## src/shared/i2c_proxy_pkg.sv

```systemverilog
package i2c_proxy_pkg;

  // Register offsets on the serial control bus
  localparam logic [7:0] ADDR_RESET_CTRL = 8'h04;
  localparam logic [7:0] ADDR_BUS_CTRL = 8'h05;
  localparam logic [7:0] ADDR_DESER = 8'h06;
  localparam logic [7:0] ADDR_TARGET = 8'h07;
  localparam logic [7:0] ADDR_ALIAS = 8'h08;
  localparam logic [7:0] ADDR_CRC_LOW = 8'h0a;
  localparam logic [7:0] ADDR_CRC_HIGH = 8'h0b;
  localparam logic [7:0] ADDR_PORT_SEL = 8'h1e;

  // Field positions
  localparam int CRC_CLEAR_BIT = 5;
  localparam int SDA_DELAY_LSB = 3;
  localparam int WRITE_BLOCK_BIT = 2;
  localparam int SPEEDUP_BIT = 1;
  localparam int WDOG_OFF_BIT = 0;
  localparam int FREEZE_BIT = 0;
  localparam int PORT_SEL_BIT = 0;

  // Reset values
  localparam logic [7:0] REG_RESET = 8'h00;
  localparam logic [6:0] ADDR7_RESET = 7'h00;
  localparam logic [15:0] CRC_RESET = 16'h0000;
  localparam logic [15:0] CRC_MAX = 16'hffff;

  localparam int PORT_COUNT = 2;
  localparam int ADDR_W = 7;

  // Timing
  localparam int CLK_PERIOD_NS = 20;
  localparam int WDOG_LONG_NS = 1_000_000_000;
  localparam int WDOG_SHORT_NS = 50_000;
  localparam int SCL_HALF_NS = 5_000;
  localparam int RECOVERY_PULSES = 9;
  localparam int WDOG_LONG_CYCLES =
    (WDOG_LONG_NS + CLK_PERIOD_NS - 1) / CLK_PERIOD_NS;
  localparam int WDOG_SHORT_CYCLES =
    (WDOG_SHORT_NS + CLK_PERIOD_NS - 1) / CLK_PERIOD_NS;
  localparam int SCL_HALF_CYCLES =
    (SCL_HALF_NS + CLK_PERIOD_NS - 1) / CLK_PERIOD_NS;

endpackage

```

## src/rtl/bus_recovery_pulser.sv

```systemverilog
`timescale 1ns/1ps
module bus_recovery_pulser import i2c_proxy_pkg::*; #(
  parameter int HALF_CYCLES = SCL_HALF_CYCLES,
  parameter int PULSES = RECOVERY_PULSES
) (
  input wire logic i_clk,
  input wire logic i_rst,
  input wire logic i_start,
  output logic o_pull_low,
  output logic o_busy
);

  localparam int HW = $clog2(HALF_CYCLES + 1);
  localparam int PW = $clog2(PULSES + 1);

  typedef enum logic [2:0] {
    S_IDLE = 3'b001,
    S_LOW = 3'b010,
    S_HIGH = 3'b100
  } pulse_state_t;

  pulse_state_t state, next_state;
  logic [HW-1:0] half, next_half;
  logic [PW-1:0] count, next_count;

  if (HALF_CYCLES < 1 || PULSES < 1) begin : g_bad
    $error("pulser needs nonzero half period and pulse count");
  end

  always_comb begin
    next_state = state;
    next_half = half;
    next_count = count;
    case (state)
      S_IDLE: begin
        if (i_start) begin
          next_state = S_LOW;
          next_half = HW'(HALF_CYCLES - 1);
          next_count = PW'(PULSES - 1);
        end
      end
      S_LOW: begin
        if (half == '0) begin
          next_state = S_HIGH;
          next_half = HW'(HALF_CYCLES - 1);
        end else begin
          next_half = half - 1'b1;
        end
      end
      S_HIGH: begin
        if (half != '0) begin
          next_half = half - 1'b1;
        end else if (count == '0) begin
          next_state = S_IDLE;
        end else begin
          next_state = S_LOW;
          next_half = HW'(HALF_CYCLES - 1);
          next_count = count - 1'b1;
        end
      end
      default: begin
        next_state = S_IDLE;
      end
    endcase
  end

  always_ff @(posedge i_clk) begin
    if (i_rst) begin
      state <= S_IDLE;
      half <= '0;
      count <= '0;
      o_pull_low <= 1'b0;
      o_busy <= 1'b0;
    end else begin
      state <= next_state;
      half <= next_half;
      count <= next_count;
      o_pull_low <= (next_state == S_LOW);
      o_busy <= (next_state != S_IDLE);
    end
  end

endmodule

```

## src/rtl/control_channel_i2c_proxy.sv

```systemverilog
// Functional notes
// - Block-bit set: register writes arriving over the control channel are dropped.
// - Block-bit never affects forwarding of transactions to remote slaves.
// - Watchdog expires after 1 s, or 50 us with speedup set.
// - Watchdog disable bit 1 stops it entirely; 0 runs it.
// - SDA high and idle until timeout: bus reported free.
// - Deserializer address kept in bits 7:1; zero blocks access to it.
// - Address learned automatically after receive lock unless frozen.
// - Freeze bit 1 keeps written address; 0 allows auto-loading.
// - Alias-addressed transactions are forwarded with the target address.
// - Zero target or zero alias blocks remote slave 0.
// - Low byte of CRC error count readable at 0x0a, reset 0x00.
// - Port select steers address, remap and CRC registers to port 1.
// - Bit 5 of 0x04 clears CRC counters while 1, not self-clearing.
// - High byte of CRC count at 0x0b, cleared by same bit.
`timescale 1ns/1ps
module control_channel_i2c_proxy import i2c_proxy_pkg::*; #(
  parameter int WDOG_LONG = WDOG_LONG_CYCLES,
  parameter int WDOG_SHORT = WDOG_SHORT_CYCLES,
  parameter int SCL_HALF = SCL_HALF_CYCLES
) (
  input wire logic I_CLK,
  input wire logic I_RST,
  input wire logic I_REG_WR,
  input wire logic I_REG_RD,
  input wire logic I_REG_REMOTE,
  input wire logic [7:0] I_REG_ADDR,
  input wire logic [7:0] I_REG_WDATA,
  output logic [7:0] O_REG_RDATA,
  output logic O_REG_RVALID,
  input wire logic I_SDA,
  input wire logic I_SCL,
  output logic O_SCL,
  output logic O_SCL_OE_N,
  output logic O_BUS_FREE,
  output logic O_RECOVERY_BUSY,
  input wire logic [PORT_COUNT-1:0] I_RX_LOCK,
  input wire logic [PORT_COUNT-1:0] I_LEARN_VALID,
  input wire logic [PORT_COUNT*ADDR_W-1:0] I_LEARN_ADDR,
  input wire logic [PORT_COUNT-1:0] I_CRC_ERR,
  input wire logic I_FWD_VALID,
  input wire logic [ADDR_W-1:0] I_FWD_ADDR,
  output logic O_FWD_VALID,
  output logic [ADDR_W-1:0] O_FWD_ADDR,
  output logic O_FWD_HIT
);

  localparam int WW = $clog2(WDOG_LONG + 1);

  if (WDOG_SHORT < 1 || WDOG_SHORT >= WDOG_LONG) begin : g_bad
    $error("watchdog short count must be below the long count");
  end

  // Control bits
  logic crc_clear, write_block, speedup, wdog_off, port_sel;
  logic [1:0] sda_delay;
  logic next_crc_clear, next_write_block, next_speedup, next_wdog_off;
  logic next_port_sel;
  logic [1:0] next_sda_delay;
  logic wr_ok;

  // Per-port state
  logic [ADDR_W-1:0] deser [PORT_COUNT];
  logic freeze [PORT_COUNT];
  logic [ADDR_W-1:0] target [PORT_COUNT];
  logic [ADDR_W-1:0] alias_addr [PORT_COUNT];
  logic [15:0] crc [PORT_COUNT];

  always_comb begin
    wr_ok = I_REG_WR && !(I_REG_REMOTE && write_block);
    next_crc_clear = crc_clear;
    next_write_block = write_block;
    next_speedup = speedup;
    next_wdog_off = wdog_off;
    next_sda_delay = sda_delay;
    next_port_sel = port_sel;
    if (wr_ok && I_REG_ADDR == ADDR_RESET_CTRL) begin
      next_crc_clear = I_REG_WDATA[CRC_CLEAR_BIT];
    end
    if (wr_ok && I_REG_ADDR == ADDR_BUS_CTRL) begin
      next_write_block = I_REG_WDATA[WRITE_BLOCK_BIT];
      next_speedup = I_REG_WDATA[SPEEDUP_BIT];
      next_wdog_off = I_REG_WDATA[WDOG_OFF_BIT];
      next_sda_delay = I_REG_WDATA[SDA_DELAY_LSB +: 2];
    end
    if (wr_ok && I_REG_ADDR == ADDR_PORT_SEL) begin
      next_port_sel = I_REG_WDATA[PORT_SEL_BIT];
    end
  end

  always_ff @(posedge I_CLK) begin
    if (I_RST) begin
      crc_clear <= 1'b0;
      write_block <= 1'b0;
      speedup <= 1'b0;
      wdog_off <= 1'b0;
      sda_delay <= 2'h0;
      port_sel <= 1'b0;
    end else begin
      crc_clear <= next_crc_clear;
      write_block <= next_write_block;
      speedup <= next_speedup;
      wdog_off <= next_wdog_off;
      sda_delay <= next_sda_delay;
      port_sel <= next_port_sel;
    end
  end

  for (genvar p = 0; p < PORT_COUNT; p++) begin : g_port
    logic [ADDR_W-1:0] next_deser, next_target, next_alias;
    logic next_freeze;
    logic [15:0] next_crc;
    logic sel;

    always_comb begin
      sel = (port_sel == 1'(p));
      next_deser = deser[p];
      next_freeze = freeze[p];
      next_target = target[p];
      next_alias = alias_addr[p];
      next_crc = crc[p];
      // Software write wins over a learned address in the same cycle
      if (wr_ok && sel && I_REG_ADDR == ADDR_DESER) begin
        next_deser = I_REG_WDATA[7:1];
        next_freeze = I_REG_WDATA[FREEZE_BIT];
      end else if (I_RX_LOCK[p] && I_LEARN_VALID[p] && !freeze[p]) begin
        next_deser = I_LEARN_ADDR[p*ADDR_W +: ADDR_W];
      end
      if (wr_ok && sel && I_REG_ADDR == ADDR_TARGET) begin
        next_target = I_REG_WDATA[7:1];
      end
      if (wr_ok && sel && I_REG_ADDR == ADDR_ALIAS) begin
        next_alias = I_REG_WDATA[7:1];
      end
      // The clear is a level, so errors seen while it is held are lost
      if (crc_clear) begin
        next_crc = CRC_RESET;
      end else if (I_CRC_ERR[p] && crc[p] != CRC_MAX) begin
        next_crc = crc[p] + 16'h0001;
      end
    end

    always_ff @(posedge I_CLK) begin
      if (I_RST) begin
        deser[p] <= ADDR7_RESET;
        freeze[p] <= 1'b0;
        target[p] <= ADDR7_RESET;
        alias_addr[p] <= ADDR7_RESET;
        crc[p] <= CRC_RESET;
      end else begin
        deser[p] <= next_deser;
        freeze[p] <= next_freeze;
        target[p] <= next_target;
        alias_addr[p] <= next_alias;
        crc[p] <= next_crc;
      end
    end
  end

  // Register read port, one cycle of latency
  logic [7:0] next_rdata;
  always_comb begin
    next_rdata = REG_RESET;
    case (I_REG_ADDR)
      ADDR_RESET_CTRL: next_rdata[CRC_CLEAR_BIT] = crc_clear;
      ADDR_BUS_CTRL: next_rdata = {3'h0, sda_delay, write_block,
                                   speedup, wdog_off};
      ADDR_DESER: next_rdata = {deser[port_sel], freeze[port_sel]};
      ADDR_TARGET: next_rdata = {target[port_sel], 1'b0};
      ADDR_ALIAS: next_rdata = {alias_addr[port_sel], 1'b0};
      ADDR_CRC_LOW: next_rdata = crc[port_sel][7:0];
      ADDR_CRC_HIGH: next_rdata = crc[port_sel][15:8];
      ADDR_PORT_SEL: next_rdata[PORT_SEL_BIT] = port_sel;
      default: next_rdata = REG_RESET;
    endcase
  end

  always_ff @(posedge I_CLK) begin
    if (I_RST) begin
      O_REG_RDATA <= REG_RESET;
      O_REG_RVALID <= 1'b0;
    end else begin
      O_REG_RDATA <= I_REG_RD ? next_rdata : O_REG_RDATA;
      O_REG_RVALID <= I_REG_RD;
    end
  end

  // Address forwarding toward the control channel
  logic next_fwd_hit;
  logic [ADDR_W-1:0] next_fwd_addr;
  logic [ADDR_W-1:0] sel_target, sel_alias, sel_deser;
  always_comb begin
    sel_target = target[port_sel];
    sel_alias = alias_addr[port_sel];
    sel_deser = deser[port_sel];
    next_fwd_addr = I_FWD_ADDR;
    next_fwd_hit = 1'b0;
    // Forwarding ignores the write-block bit on purpose
    if (I_FWD_ADDR == sel_alias && sel_alias != '0) begin
      next_fwd_addr = sel_target;
      next_fwd_hit = (sel_target != '0);
    end else if (I_FWD_ADDR == sel_deser && sel_deser != '0) begin
      next_fwd_hit = 1'b1;
    end
  end

  always_ff @(posedge I_CLK) begin
    if (I_RST) begin
      O_FWD_VALID <= 1'b0;
      O_FWD_ADDR <= ADDR7_RESET;
      O_FWD_HIT <= 1'b0;
    end else begin
      O_FWD_VALID <= I_FWD_VALID;
      O_FWD_ADDR <= next_fwd_addr;
      O_FWD_HIT <= I_FWD_VALID && next_fwd_hit;
    end
  end

  // Bus watchdog; pins pass two flops before any edge logic
  logic sda_meta, sda_sync, sda_prev, scl_meta, scl_sync, scl_prev;
  logic [WW-1:0] wdog_cnt, next_wdog_cnt, limit;
  logic expired, next_expired, next_bus_free, activity, expire;
  logic pull_low, busy;

  always_comb begin
    limit = speedup ? WW'(WDOG_SHORT - 1) : WW'(WDOG_LONG - 1);
    activity = (sda_sync != sda_prev) || (scl_sync != scl_prev);
    expire = !wdog_off && !activity && !busy && !expired
             && wdog_cnt >= limit;
    if (wdog_off || activity || busy) begin
      next_wdog_cnt = '0;
    end else if (wdog_cnt >= limit) begin
      next_wdog_cnt = wdog_cnt;
    end else begin
      next_wdog_cnt = wdog_cnt + 1'b1;
    end
    next_expired = (wdog_off || activity || busy) ? 1'b0
                   : (expired || expire);
    if (wdog_off || activity) begin
      next_bus_free = 1'b0;
    end else if (expire && sda_sync) begin
      next_bus_free = 1'b1;
    end else begin
      next_bus_free = O_BUS_FREE;
    end
  end

  always_ff @(posedge I_CLK) begin
    if (I_RST) begin
      sda_meta <= 1'b1;
      sda_sync <= 1'b1;
      sda_prev <= 1'b1;
      scl_meta <= 1'b1;
      scl_sync <= 1'b1;
      scl_prev <= 1'b1;
      wdog_cnt <= '0;
      expired <= 1'b0;
      O_BUS_FREE <= 1'b0;
      O_SCL <= 1'b0;
    end else begin
      sda_meta <= I_SDA;
      sda_sync <= sda_meta;
      sda_prev <= sda_sync;
      scl_meta <= I_SCL;
      scl_sync <= scl_meta;
      scl_prev <= scl_sync;
      wdog_cnt <= next_wdog_cnt;
      expired <= next_expired;
      O_BUS_FREE <= next_bus_free;
      O_SCL <= 1'b0;
    end
  end

  bus_recovery_pulser #(
    .HALF_CYCLES(SCL_HALF),
    .PULSES(RECOVERY_PULSES)
  ) u_pulser (
    .i_clk(I_CLK),
    .i_rst(I_RST),
    .i_start(expire && !sda_sync),
    .o_pull_low(pull_low),
    .o_busy(busy)
  );

  assign O_SCL_OE_N = !pull_low;
  assign O_RECOVERY_BUSY = busy;

  chk_remote_write_blocked: assert property (@(posedge I_CLK)
    disable iff (I_RST)
    I_REG_WR && I_REG_REMOTE && write_block
    |=> $stable(target[port_sel]) && $stable(alias_addr[port_sel]))
    else $error("remote write changed a register while blocked");
  chk_alias_forward_open: assert property (@(posedge I_CLK)
    disable iff (I_RST)
    I_FWD_VALID && I_FWD_ADDR == alias_addr[port_sel]
    && alias_addr[port_sel] != '0 && target[port_sel] != '0
    |=> O_FWD_HIT && O_FWD_ADDR == $past(target[port_sel]))
    else $error("alias transaction not forwarded with target address");
  chk_zero_slave_block: assert property (@(posedge I_CLK)
    disable iff (I_RST)
    I_FWD_VALID && I_FWD_ADDR == alias_addr[port_sel]
    && alias_addr[port_sel] != '0 && target[port_sel] == '0
    |=> !O_FWD_HIT)
    else $error("zero target address still forwarded");
  chk_wdog_disabled: assert property (@(posedge I_CLK)
    disable iff (I_RST)
    wdog_off && next_wdog_off
    |=> (wdog_cnt == '0 && !O_BUS_FREE && !busy) [*2])
    else $error("watchdog active while disabled");
  chk_wdog_limit: assert property (@(posedge I_CLK)
    disable iff (I_RST)
    !speedup && $past(!speedup) |-> wdog_cnt <= WW'(WDOG_LONG - 1))
    else $error("watchdog counted past its limit");
  chk_bus_free_cause: assert property (@(posedge I_CLK)
    disable iff (I_RST)
    $rose(O_BUS_FREE) |-> $past(sda_sync) && $past(expire))
    else $error("bus free without idle high SDA");
  chk_recovery_start: assert property (@(posedge I_CLK)
    disable iff (I_RST)
    expire && !sda_sync |=> busy && !O_SCL_OE_N)
    else $error("recovery clocks not started on stuck SDA");
  chk_freeze_holds: assert property (@(posedge I_CLK)
    disable iff (I_RST)
    freeze[1] && !(I_REG_WR && I_REG_ADDR == ADDR_DESER)
    |=> $stable(deser[1]))
    else $error("frozen address was overwritten");
  chk_crc_cleared: assert property (@(posedge I_CLK)
    disable iff (I_RST)
    crc_clear |=> crc[0] == CRC_RESET && crc[1] == CRC_RESET)
    else $error("crc counter not cleared");
  chk_crc_saturates: assert property (@(posedge I_CLK)
    disable iff (I_RST)
    crc[1] == CRC_MAX && !crc_clear |=> crc[1] == CRC_MAX)
    else $error("crc counter wrapped");

  cov_recovery: cover property (@(posedge I_CLK) disable iff (I_RST)
    $rose(busy));
  cov_bus_free: cover property (@(posedge I_CLK) disable iff (I_RST)
    $rose(O_BUS_FREE));
  cov_remap: cover property (@(posedge I_CLK) disable iff (I_RST)
    O_FWD_VALID && O_FWD_HIT && port_sel);
  cov_autoload: cover property (@(posedge I_CLK) disable iff (I_RST)
    I_RX_LOCK[1] && I_LEARN_VALID[1] && !freeze[1]);

endmodule

```

## config.mk

```make
export PLATFORM = sky130hd
export DESIGN_NAME = control_channel_i2c_proxy
export DESIGN_NICKNAME = d
export VERILOG_FILES = /design/src/shared/i2c_proxy_pkg.sv /design/src/rtl/bus_recovery_pulser.sv /design/src/rtl/control_channel_i2c_proxy.sv
export SDC_FILE = /design/constraint.sdc
export NUM_CORES = 1
export LEC_CHECK = 0
export BUFFER_PORTS_ARGS = -buffer_cell sky130_fd_sc_hd__buf_2
export CAP_MARGIN = 20
export CELL_PAD_IN_SITES_DETAIL_PLACEMENT = 1
export CELL_PAD_IN_SITES_GLOBAL_PLACEMENT = 2
export CORE_MARGIN = 2
export CORE_UTILIZATION = 38
export CTS_CLUSTER_SIZE = 10
export DETAILED_ROUTE_END_ITERATION = 16
export PLACE_DENSITY = 0.82
export SYNTH_ARGS = -nofsm -noshare
export SYNTH_HDL_FRONTEND = slang
export SYNTH_SLANG_ARGS = --single-unit
export TNS_END_PERCENT = 1
```

## constraint.sdc

```tcl
create_clock -name I_CLK -period 3.4 [get_ports I_CLK]
set_clock_uncertainty 0.15 [all_clocks]
set_input_delay 0.51 -clock I_CLK [delete_from_list [all_inputs] [get_ports I_CLK]]
set_output_delay 0.51 -clock I_CLK [all_outputs]
set_load 0.005 [all_outputs]
```

==> results.md, run 1 <==
* Outcome: finished, final reports clean
* Hpwl dp at 16.40 mm
* Fin. max-slew vios at 0
* Chip Height at 150.1 um
* Final Critical Period at 3.062 ns
* Buf/Inv on CP at 2
* First-pass GRT wire length at 36.58 mm
* Number of synthesized flops with an enable pin at 42
* Distinct cells, synth at 69
* Fmax at 0.3266 GHz
* Length of the first detailed-routing pass in iterations at 5
* Placed cell area at 0.008757 mm^2
* Worst Min Path Start: I_SCL
* Vias at 6749
* # setup viols final at 0
* N_diodes at 0
* Synth Register Bits at 153
* Top post-synthesis cells by area: dfxtp_1, edfxtp_1, mux2i_1, nor2_1, ha_1
* Area share of the leading cell type in the synthesized netlist at 27.41%
* Critical path endpoint category: flip-flop
* Clock transition at path regs at 0.07 ns
* Share of cells above drive strength 1 at 16.79%
* Placed cells at 1184
* Cells after Synth at 861
* Routed WL per cell at 18.40 um
* Number of max-cap violations at 0
* Most Frequent Cell on Critical Path: or3_1
* Final Instance Area at 0.009345 mm^2
* Number of global-route vias before repair at 6716
* Cts bufs inserted at 17
* Starting density of the core at 38.69%
* Max clock buf depth at 2
* Pwr dens at 441.7 mW/mm^2
* Measured slew at the worst slew-check pin at 0.7868 ns
* Die Width at 150.1 um
* Fin. Hold Viols at 0
* Critical path type: flip-flop to flip-flop
* Routed Antenna Nets at 0
* GRT Util Overall at 20.81%
* Worst relative slew slack at 47.44%
* Syn nets at 936
* Synth Area per Inst at 9.415 um^2
* Num rows at 53
* Clock Latency Late Sink at 0.44 ns
* Post-Route WL at 22.37 mm
* Crit path cell chain: inv_1 -> ha_1 -> or3_1 -> a221oi_1 -> a211oi_2 -> or3_1 -> buf_4 -> or4_1 -> a21oi_1
* Max stage delay on crit path at 0.51 ns
* Final Non-Filler Cells at 1216
* Leading area contributor after synthesis: dfxtp_1
* H-Tree Level Count at 4
* Core Area at 0.02096 mm^2
* Share of synthesized registers carrying an async set or reset at 0%
* Via-to-Cell Ratio at 5.550
* Synthesis warning total at 0
* DRC viols at 0
* Crit path from: speedup
* Crit-path leading delay family: simple AND/OR/NAND/NOR gates
* Req. time, crit path at 3.61 ns
* Root buf cell: clkbuf_16
* Initial DRC count at 258
* Worst path slowest cell: or4_1
* Primary FF master, synth: dfxtp_1
* VDD IR max at 290.9 uV
* Port Buf Inserts at 71
* Worst min path class: input port to flip-flop
* Area Overhead vs Synth at 15.28%
* Leakage at 0.003484 uW
* Crit path launch type: flip-flop
* Initial antenna violation count at 0
* Register area share after synthesis at 42.97%
* CP max FO at 21
* Post-Syn Area at 0.008107 mm^2
* Total negative slack at 0 ns
* Clk sinks at 153
* GPL Wtd Cong at 0.8261
* CP arrival at 3.27 ns
* Post-CTS Setup Inserts at 0
* Ports at 73
* Fin nets at 1003
* Final period util at 90.06%
* Worst r2r src: speedup
* Largest net degree at the start of global routing at 51
* RSZ-0062 raised after global routing: false
* CTS tree: built
* GRT overflow at 0
* Total die area at 0.02252 mm^2
## layout make-up
class                      instances  area (um^2)
timing repair buffer              86        467.9
clock inverter                    15        158.9
sequential                       153         3488
multi-input combinational        654         4400
clock buffer                      17        425.4
tap                              275        344.1
fill                            2441        11610
inverter                          16        60.06
## power by group
part	internal [uW]	switching, uW
clock network	988	924
registers	1920	35.4
logic	101	162
total	3010	1120
## worst reg2reg max path, stage by stage, from the launching register on
cell and delay (ns):
dfxtp_4 0.44, inv_1 0.11, ha_1 0.22, or3_1 0.35, a221oi_1 0.29, a211oi_2 0.19, or3_1 0.37, buf_4 0.22
or4_1 0.52, a21oi_1 0.14
## state kept, by name, summed over array words and instances, names as in the netlist, 4 cells and up, named ones only
signal and count:
O_REG_RDATA 8, alias_addr 14, u_pulser.count 4, O_FWD_ADDR 7, deser 14, wdog_cnt 26, u_pulser.half 8, target 14
crc 32
## path summary, 6_finish.rpt
path                                     end  slack [ns]  depth (start not counted)
worst max-delay path            wdog_cnt[19]        0.34                          9
worst min register to register      scl_sync        0.27                          1
worst min-delay path                scl_meta        0.10                          2
worst max register to register  wdog_cnt[19]        0.34                          9
## placed cells by master (no fill, tap or decap), types with 22 or more instances in the layout
cell,count
a21oi_1,43
and2_1,31
buf_2,71
dfxtp_1,109
edfxtp_1,42
ha_1,24
mux2i_1,51
nand2_1,51
nand3_1,36
nor2_1,102
nor3_1,24
xnor2_1,30
xor2_1,22
## through the flow
stage / hold slack, ns / util [%] / setup WS, ns / total power [uW]
2_1_floorplan: 0.2395 / - / 0.2897 / 2135
4_1_cts: 0.08556 / 44.58 / 0.03218 / 4181
3_5_place_dp: 0.2543 / 41.79 / 0.09803 / 2261
5_1_grt: 0.09308 / 44.60 / 0.09041 / 4285
3_3_place_gp: 0.2456 / 41.79 / 0.1826 / 2253
6_report: 0.1014 / 44.60 / 0.3379 / 4128
## layer usage
layer / GRT usage [%] / vias to the layer above / wire [um]
met4: 6.604 / 0 / 355
met5: 0 / - / 0
met3: 3.628 / 25 / 863
li1: - / 3308 / -
met2: 34.27 / 135 / 10820
met1: 27.78 / 3281 / 10330
## cells in the mapped netlist (13+ instances only)
library cell  instances
o21ai_0              13
or4_1                15
nor2_1              102
o31ai_1              14
inv_1                16
edfxtp_1             42
nand3_1              36
mux2i_1              51
nand4_1              19
or2_2                13
nor4_1               14
xor2_1               22
dfxtp_1             111
and2_1               31
clkbuf_1             24
xnor2_1              30
ha_1                 24
nand2_1              51
nor3_1               24
and3_1               13
a21oi_1              43
## what timing repair did
action                                  4_1_cts  5_1_grt
hold buffers                                  0        0
resized for setup                             0        2
endpoints found under the setup margin        0       21
## cell families after synthesis
kind of cell             count (synthesis)  share of synthesized area [%]
flip-flops                             153                          42.97
other                                    1                        0.04626
XOR/XNOR                                52                          5.618
AO/OA/AOI/OAI                          144                          12.21
buffers and inverters                   54                          2.747
adder cells (fa/ha/maj)                 24                          3.704
multiplexers                            65                          8.937
AND/OR/NAND/NOR                        368                          23.77
Power figures use the tool's default switching activity.
==> run 2, diff against run 1 <==
--- a/config.mk
+++ b/config.mk
@@ -13,6 +13,7 @@
 export CORE_UTILIZATION = 38
 export CTS_CLUSTER_SIZE = 10
 export DETAILED_ROUTE_END_ITERATION = 16
+export GPL_TIMING_DRIVEN = 0
 export PLACE_DENSITY = 0.82
 export SYNTH_ARGS = -nofsm -noshare
 export SYNTH_HDL_FRONTEND = slang
==> constraint.sdc (replaced) <==
create_clock -name I_CLK -period 3.4 [get_ports I_CLK]
set_clock_uncertainty 0.15 [all_clocks]
set_input_delay 0.51 -clock I_CLK [delete_from_list [all_inputs] [get_ports I_CLK]]
set_output_delay 0.51 -clock I_CLK [all_outputs]
set_load 0.05 [all_outputs]
==> results.md, run 2 (synthesis gave the netlist of run 1 again) <==
* First-pass GRT wire length at 38.37 mm (was 36.58 mm)
* Number of global-route vias before repair at 6978 (was 6716)
* CP arrival at 3.30 ns (was 3.27 ns)
* GRT overflow at 0 (unchanged)
* Clk sinks at 153 (unchanged)
* Req. time, crit path at 3.55 ns (was 3.61 ns)
* Initial antenna violation count at 0 (unchanged)
* Total power at 4171 uW (was 4128 uW)
* Worst min path class: input port to flip-flop (unchanged)
* Initial DRC count at 290 (was 258)
* Largest register by flop count: crc (unchanged)
* Length of the first detailed-routing pass in iterations at 5 (unchanged)
* Port Buf Inserts at 70 (was 71)
* Hold slack at 0.1069 ns (was 0.1014 ns)
* Fin. max-slew vios at 0 (unchanged)
* Root buf cell: clkbuf_16 (unchanged)
* Routed WL per cell at 19.40 um (was 18.40 um)
* Ports at 73 (unchanged)
* Clock Latency Late Sink at 0.44 ns (about the same)
* Clock transition at path regs at 0.07 ns (about the same)
* Largest registers: crc x32, wdog_cnt x26 (unchanged)
* Worst R2R Setup Slack at 0.25 ns (was 0.34 ns)
* # setup viols final at 0 (unchanged)
* CTS tree: built (unchanged)
* Largest net degree at the start of global routing at 19 (was 51)
* Fin. Hold Viols at 0 (unchanged)
* Pwr dens at 443.0 mW/mm^2 (was 441.7 mW/mm^2)
* Critical path type: flip-flop to flip-flop (unchanged)
* GRT Util Overall at 22.16% (was 20.81%)
* Fmax at 0.3176 GHz (was 0.3266 GHz)
* Critical path endpoint category: flip-flop (unchanged)
* Final period util at 92.61% (was 90.06%)
* Num rows at 53 (unchanged)
* Total negative slack at 0 ns (unchanged)
* Worst relative slew slack at 34.86% (was 47.44%)
* DRC viols at 0 (unchanged)
* CP max FO at 12 (was 21)
* Core Area at 0.02096 mm^2 (unchanged)
* Routed Antenna Nets at 0 (unchanged)
* Measured slew at the worst slew-check pin at 0.9681 ns (was 0.7868 ns)
* Final Non-Filler Cells at 1241 (was 1216)
* Outcome: finished, final reports clean (unchanged)
* H-Tree Level Count at 4 (unchanged)
* VDD IR max at 316.0 uV (was 290.9 uV)
* Final Critical Period at 3.149 ns (was 3.062 ns)
* Placed cell area at 0.008806 mm^2 (was 0.008757 mm^2)
* Post-Route WL at 24.08 mm (was 22.37 mm)
* Cts-stage hold buffer count at 0 (unchanged)
* Share of cells above drive strength 1 at 16.05% (was 16.79%)
* Total die area at 0.02252 mm^2 (unchanged)
* Commonest non-fill, non-tap cell in the layout: dfxtp_1 (unchanged)
* Cts bufs inserted at 17 (unchanged)
* Placed cells at 1207 (was 1184)
* Via-to-Cell Ratio at 5.503 (was 5.550)
* Final Instance Area at 0.009415 mm^2 (was 0.009345 mm^2)
* RSZ-0062 raised after global routing: false (unchanged)
* Crit path launch type: flip-flop (unchanged)
* Leakage at 0.003503 uW (was 0.003484 uW)
* Hpwl dp at 18.17 mm (was 16.40 mm)
* Area Overhead vs Synth at 16.14% (was 15.28%)
* Commonest cells after routing, fill and taps aside: dfxtp_1, nor2_1, buf_2, nand2_1, mux2i_1 (unchanged)
* Die Width at 150.1 um (unchanged)
* Number of max-cap violations at 0 (unchanged)
* GPL Wtd Cong at 0.8366 (was 0.8261)
* Number of flip-flops in the largest register at 32 (unchanged)
* N_diodes at 0 (unchanged)
* Starting density of the core at 38.69% (unchanged)
* Vias at 6829 (was 6749)
* Max clock buf depth at 2 (unchanged)
* Chip Height at 150.1 um (unchanged)
* Fin nets at 1028 (was 1003)
[run 2: changes by cell type in the layout (fill, tap and decap cells not counted), sizes merged]
cell / change
inv: -3
clkinv: +2
buf: +1
bufinv: +1
clkbuf: +24
[run 2: through the flow]
| stage | util, % | setup slack [ns] |
|---|---|---|
| after floorplan | - | 0.2897 |
| after global placement | 42.00 | -0.3865 |
| after detailed placement | 42.02 | -0.4227 |
| after CTS | 44.85 | -0.001510 |
| after global routing | 44.93 | 0.07435 |
| final | 44.93 | 0.2512 |
[run 2: path summary, 6_finish.rpt]
check / start / to / depth (start not counted)
max: speedup / wdog_cnt[23] / 11
min: I_SCL / scl_meta / 2
max reg2reg: speedup / wdog_cnt[23] / 11
min reg2reg: scl_meta / scl_sync / 1
[run 2: layer usage]
layer | part of all wire [%] | track usage [%] | up-vias | routed length, um
met5 | 0 | 0 | - | 0
met4 | 1.8 | 5.991 | 0 | 437
met3 | 3.8 | 3.811 | 29 | 919
met2 | 49 | 38.29 | 137 | 11720
li1 | - | - | 3350 | -
met1 | 46 | 28.55 | 3313 | 11000
[run 2: area by class of cell]
type | instances | area [um^2]
sequential | 153 | 3487
tap | 275 | 344.1
inverter | 16 | 60.06
timing repair buffer | 73 | 370.4
buffer | 38 | 163.9
fill | 2488 | 11540
clock inverter | 15 | 160.2
multi-input combinational | 654 | 4404
clock buffer | 17 | 425.4
[run 2: timing repair]
action	4_1_cts	5_1_grt
setup endpoints to repair	37	25
setup buffers	0	2
gates resized for setup	3	1
[run 2: report_power, final]
part / switching (uW) / leakage [uW] / total, uW / internal (uW)
Sequential: 36.6 / 0.00132 / 1960 / 1920
Clock: 871 / 0.000282 / 1910 / 1040
Combinational: 206 / 0.00190 / 308 / 102
Total: 1110 / 0.00350 / 4170 / 3060
[run 2: worst max-delay path, stage by stage, from the launching register on]
cell and delay (ns):
dfxtp_4 0.40, buf_4 0.18, ha_1 0.32, a41o_1 0.24, a21oi_1 0.17, o21ai_1 0.22, or3_1 0.38, buf_2 0.17
buf_6 0.16, clkbuf_2 0.23, o31ai_1 0.28, a21oi_1 0.09
==> run 3, diff against run 2 <==
--- a/config.mk
+++ b/config.mk
@@ -5,12 +5,13 @@
 export SDC_FILE = /design/constraint.sdc
 export NUM_CORES = 1
 export LEC_CHECK = 0
+export ABC_AREA = 1
 export BUFFER_PORTS_ARGS = -buffer_cell sky130_fd_sc_hd__buf_2
 export CAP_MARGIN = 20
 export CELL_PAD_IN_SITES_DETAIL_PLACEMENT = 1
 export CELL_PAD_IN_SITES_GLOBAL_PLACEMENT = 2
 export CORE_MARGIN = 2
-export CORE_UTILIZATION = 38
+export CORE_UTILIZATION = 35
 export CTS_CLUSTER_SIZE = 10
 export DETAILED_ROUTE_END_ITERATION = 16
 export GPL_TIMING_DRIVEN = 0
==> results.md, run 3 <==
* Max clock buf depth at 2 (unchanged)
* Switching share of power at 29.21% (was 26.68%)
* CTS tree: built (unchanged)
* Routed Antenna Nets at 0 (unchanged)
* Num rows at 56 (was 53)
* Via-to-Cell Ratio at 5.001 (was 5.503)
* Vias at 7881 (was 6829)
* Largest net degree at the start of global routing at 17 (was 19)
* CP arrival at 3.13 ns (was 3.30 ns)
* GRT overflow at 0 (unchanged)
* Initial antenna violation count at 0 (unchanged)
* Final Instance Area at 0.009809 mm^2 (was 0.009415 mm^2)
* Total die area at 0.02545 mm^2 (was 0.02252 mm^2)
* Share of cells above drive strength 1 at 14.80% (was 16.05%)
* Post-CTS Setup Inserts at 0 (unchanged)
* Met3 usage at 2.657% (was 3.811%)
* Port Buf Inserts at 70 (unchanged)
* Commonest cells after routing, fill and taps aside: nand2_1, inv_1, nor2_1, dfxtp_1, a21oi_1 (was dfxtp_1, nor2_1, buf_2, nand2_1, mux2i_1)
* Cts bufs inserted at 17 (unchanged)
* Worst relative slew slack at 45.35% (was 34.86%)
* Cells after Synth at 1151 (was 861)
* Initial DRC count at 360 (was 290)
* Number of global-route vias before repair at 8066 (was 6978)
* Distinct cells, synth at 53 (was 69)
* GRT met2 Usage at 35.73% (was 38.29%)
* Critical path endpoint category: flip-flop (unchanged)
* GPL Wtd Cong at 0.8592 (was 0.8366)
* Clock share of power at 41.9% (was 45.7%)
* Syn nets at 1226 (was 936)
* Clock transition at path regs at 0.06 ns (was 0.07 ns)
* Routed WL per cell at 16.90 um (was 19.40 um)
* Clock Latency Late Sink at 0.43 ns (was 0.44 ns)
* First-pass GRT wire length at 42.95 mm (was 38.37 mm)
* CP max FO at 16 (was 12)
* Cts-stage hold buffer count at 0 (unchanged)
* Cell internal pwr at 3201 uW (was 3059 uW)
* N_diodes at 0 (unchanged)
* Outcome: finished, final reports clean (unchanged)
* Worst min path class: input port to flip-flop (unchanged)
* Logic pwr share at 13.7% (was 7.4%)
* Commonest non-fill, non-tap cell in the layout: nand2_1 (was dfxtp_1)
* Primary FF master, synth: dfxtp_1 (unchanged)
* Area Overhead vs Synth at 15.86% (was 16.14%)
* Clk sinks at 153 (unchanged)
* Share of synthesized registers carrying an async set or reset at 0% (unchanged)
* Measured slew at the worst slew-check pin at 0.8134 ns (was 0.9681 ns)
* Die Width at 159.5 um (was 150.1 um)
* Chip Height at 159.5 um (was 150.1 um)
* CTS-repair resized insts at 0 (was 3)
* Req. time, crit path at 3.56 ns (was 3.55 ns)
* Starting density of the core at 35.86% (was 38.69%)
* Number of synthesized flops with an enable pin at 42 (unchanged)
* Fmax at 0.3370 GHz (was 0.3176 GHz)
* Root buf cell: clkbuf_16 (unchanged)
* Placed cell area at 0.009216 mm^2 (was 0.008806 mm^2)
* Synth Area per Inst at 7.356 um^2 (was 9.415 um^2)
* GRT Util Overall at 21.19% (was 22.16%)
* Top post-synthesis cells by area: dfxtp_1, edfxtp_1, nand2_1, inv_1, a21oi_1 (was dfxtp_1, edfxtp_1, mux2i_1, nor2_1, ha_1)
* RSZ-0062 raised after global routing: false (unchanged)
* Number of max-cap violations at 0 (unchanged)
* Synth Register Bits at 153 (unchanged)
* Area share of the leading cell type in the synthesized netlist at 26.25% (was 27.41%)
* Final Critical Period at 2.967 ns (was 3.149 ns)
* Length of the first detailed-routing pass in iterations at 4 (was 5)
* Fin nets at 1319 (was 1028)
* # setup viols final at 0 (unchanged)
* Hpwl dp at 20.85 mm (was 18.17 mm)
* Largest register by flop count: crc (unchanged)
* Core Area at 0.02361 mm^2 (was 0.02096 mm^2)
* Number of flip-flops in the largest register at 32 (unchanged)
* Crit path launch type: flip-flop (unchanged)
* Critical path type: flip-flop to flip-flop (unchanged)
* Fin. Hold Viols at 0 (unchanged)
* Register area share after synthesis at 41.14% (was 42.97%)
* Pwr dens at 461.0 mW/mm^2 (was 443.0 mW/mm^2)
* M1 GR Usage at 28.75% (was 28.55%)
* H-Tree Level Count at 4 (unchanged)
* Final worst slack at 0.4331 ns (was 0.2512 ns)
* Post-synth top cells: nand2_1, inv_1, nor2_1 (was dfxtp_1, nor2_1, mux2i_1, nand2_1, a21oi_1)
* Pre-CTS setup slack at 0.3113 ns (was -0.4227 ns)
* Worst R2R Setup Slack at 0.43 ns (was 0.25 ns)
* Post-Route WL at 26.63 mm (was 24.08 mm)
* Post-Syn Area at 0.008467 mm^2 (was 0.008107 mm^2)
* Ports at 73 (unchanged)
* VDD IR max at 248.3 uV (was 316.0 uV)
* Fin. max-slew vios at 0 (unchanged)
* Final period util at 87.26% (was 92.61%)
* Global routing's busiest layer: met2 (unchanged)
* Hold slack at 0.1305 ns (was 0.1069 ns)
* DRC viols at 0 (unchanged)
* Leakage at 0.004035 uW (was 0.003503 uW)
* Synthesis warning total at 0 (unchanged)
* Total negative slack at 0 ns (unchanged)
* P_sw at 1321 uW (was 1113 uW)
* Leading area contributor after synthesis: dfxtp_1 (unchanged)
* Largest registers: crc x32, wdog_cnt x26 (unchanged)
* Top-count cell post-synth: nand2_1 (was dfxtp_1)
* Sequential power share at 44.4% (was 46.9%)
run 3: logic make-up (layout without fill, tap and decap cells):
| family | Yosys count | count (layout) | share of synthesized area, % |
|---|---|---|---|
| simple gates | 551 | 551 | 29.87 |
| compound gates | 220 | 220 | 14.02 |
| buf+inv | 176 | 282 | 8.660 |
| flops | 153 | 153 | 41.14 |
| fa+ha+maj | 24 | 24 | 3.547 |
| xor+xnor | 24 | 24 | 2.483 |
| mux | 2 | 2 | 0.2365 |
| other cells | 1 | 1 | 0.04429 |
run 3: final cells by class:
cell class	count	area, um^2
Buffer	25	158.9
Clock buffer	19	454.2
Clock inverter	13	116.4
Fill cell	3020	13800
Inverter	151	574.3
Multi-Input combinational cell	822	4250
Sequential cell	153	3483
Tap cell	319	399.1
Timing Repair Buffer	74	372.9
run 3: routing by layer:
metal | wire length, um | vias up
li1 | - | 4004
met1 | 12980 | 3715
met2 | 12450 | 140
met3 | 897 | 22
met4 | 305 | 0
met5 | 0 | -
run 3: per-stage QoR:
stage	utilization (%)	instances	total power [uW]
after detailed placement	39.03	1540	2668
after CTS	41.45	1572	4557
after global routing	41.54	1576	4702
after global placement	39.03	1540	2649
final	41.54	1576	4522
after floorplan	-	1151	2473
run 3: final timing paths:
| check | to | startpoint | depth (start not counted) |
|---|---|---|---|
| max reg2reg | wdog_cnt[12] | speedup | 15 |
| min reg2reg | scl_sync | scl_meta | 1 |
| max | wdog_cnt[12] | speedup | 15 |
| min | sda_meta | I_SDA | 2 |
run 3: critical path, stage by stage, from the launching register on:
cell and delay, ns:
dfxtp_1 0.79, inv_1 0.30, ha_1 0.38, nand2_1 0.07
nor2_1 0.05, a21oi_1 0.13, nand2_1 0.11, nand2_1 0.09
nand3_2 0.13, buf_6 0.20, nor2_8 0.10, nand2_2 0.08
nor2_2 0.12, nand2_1 0.06, nand2_1 0.05, nor2_1 0.04
run 3: power by group through the flow:
stage / combinational (uW) / clock [uW] / sequential (uW)
final: 621 / 1890 / 2010
after floorplan: 393 / 0 / 2080
after CTS: 625 / 1920 / 2010
after global placement: 604 / 0 / 2050
after global routing: 700 / 1980 / 2020
after detailed placement: 620 / 0 / 2050
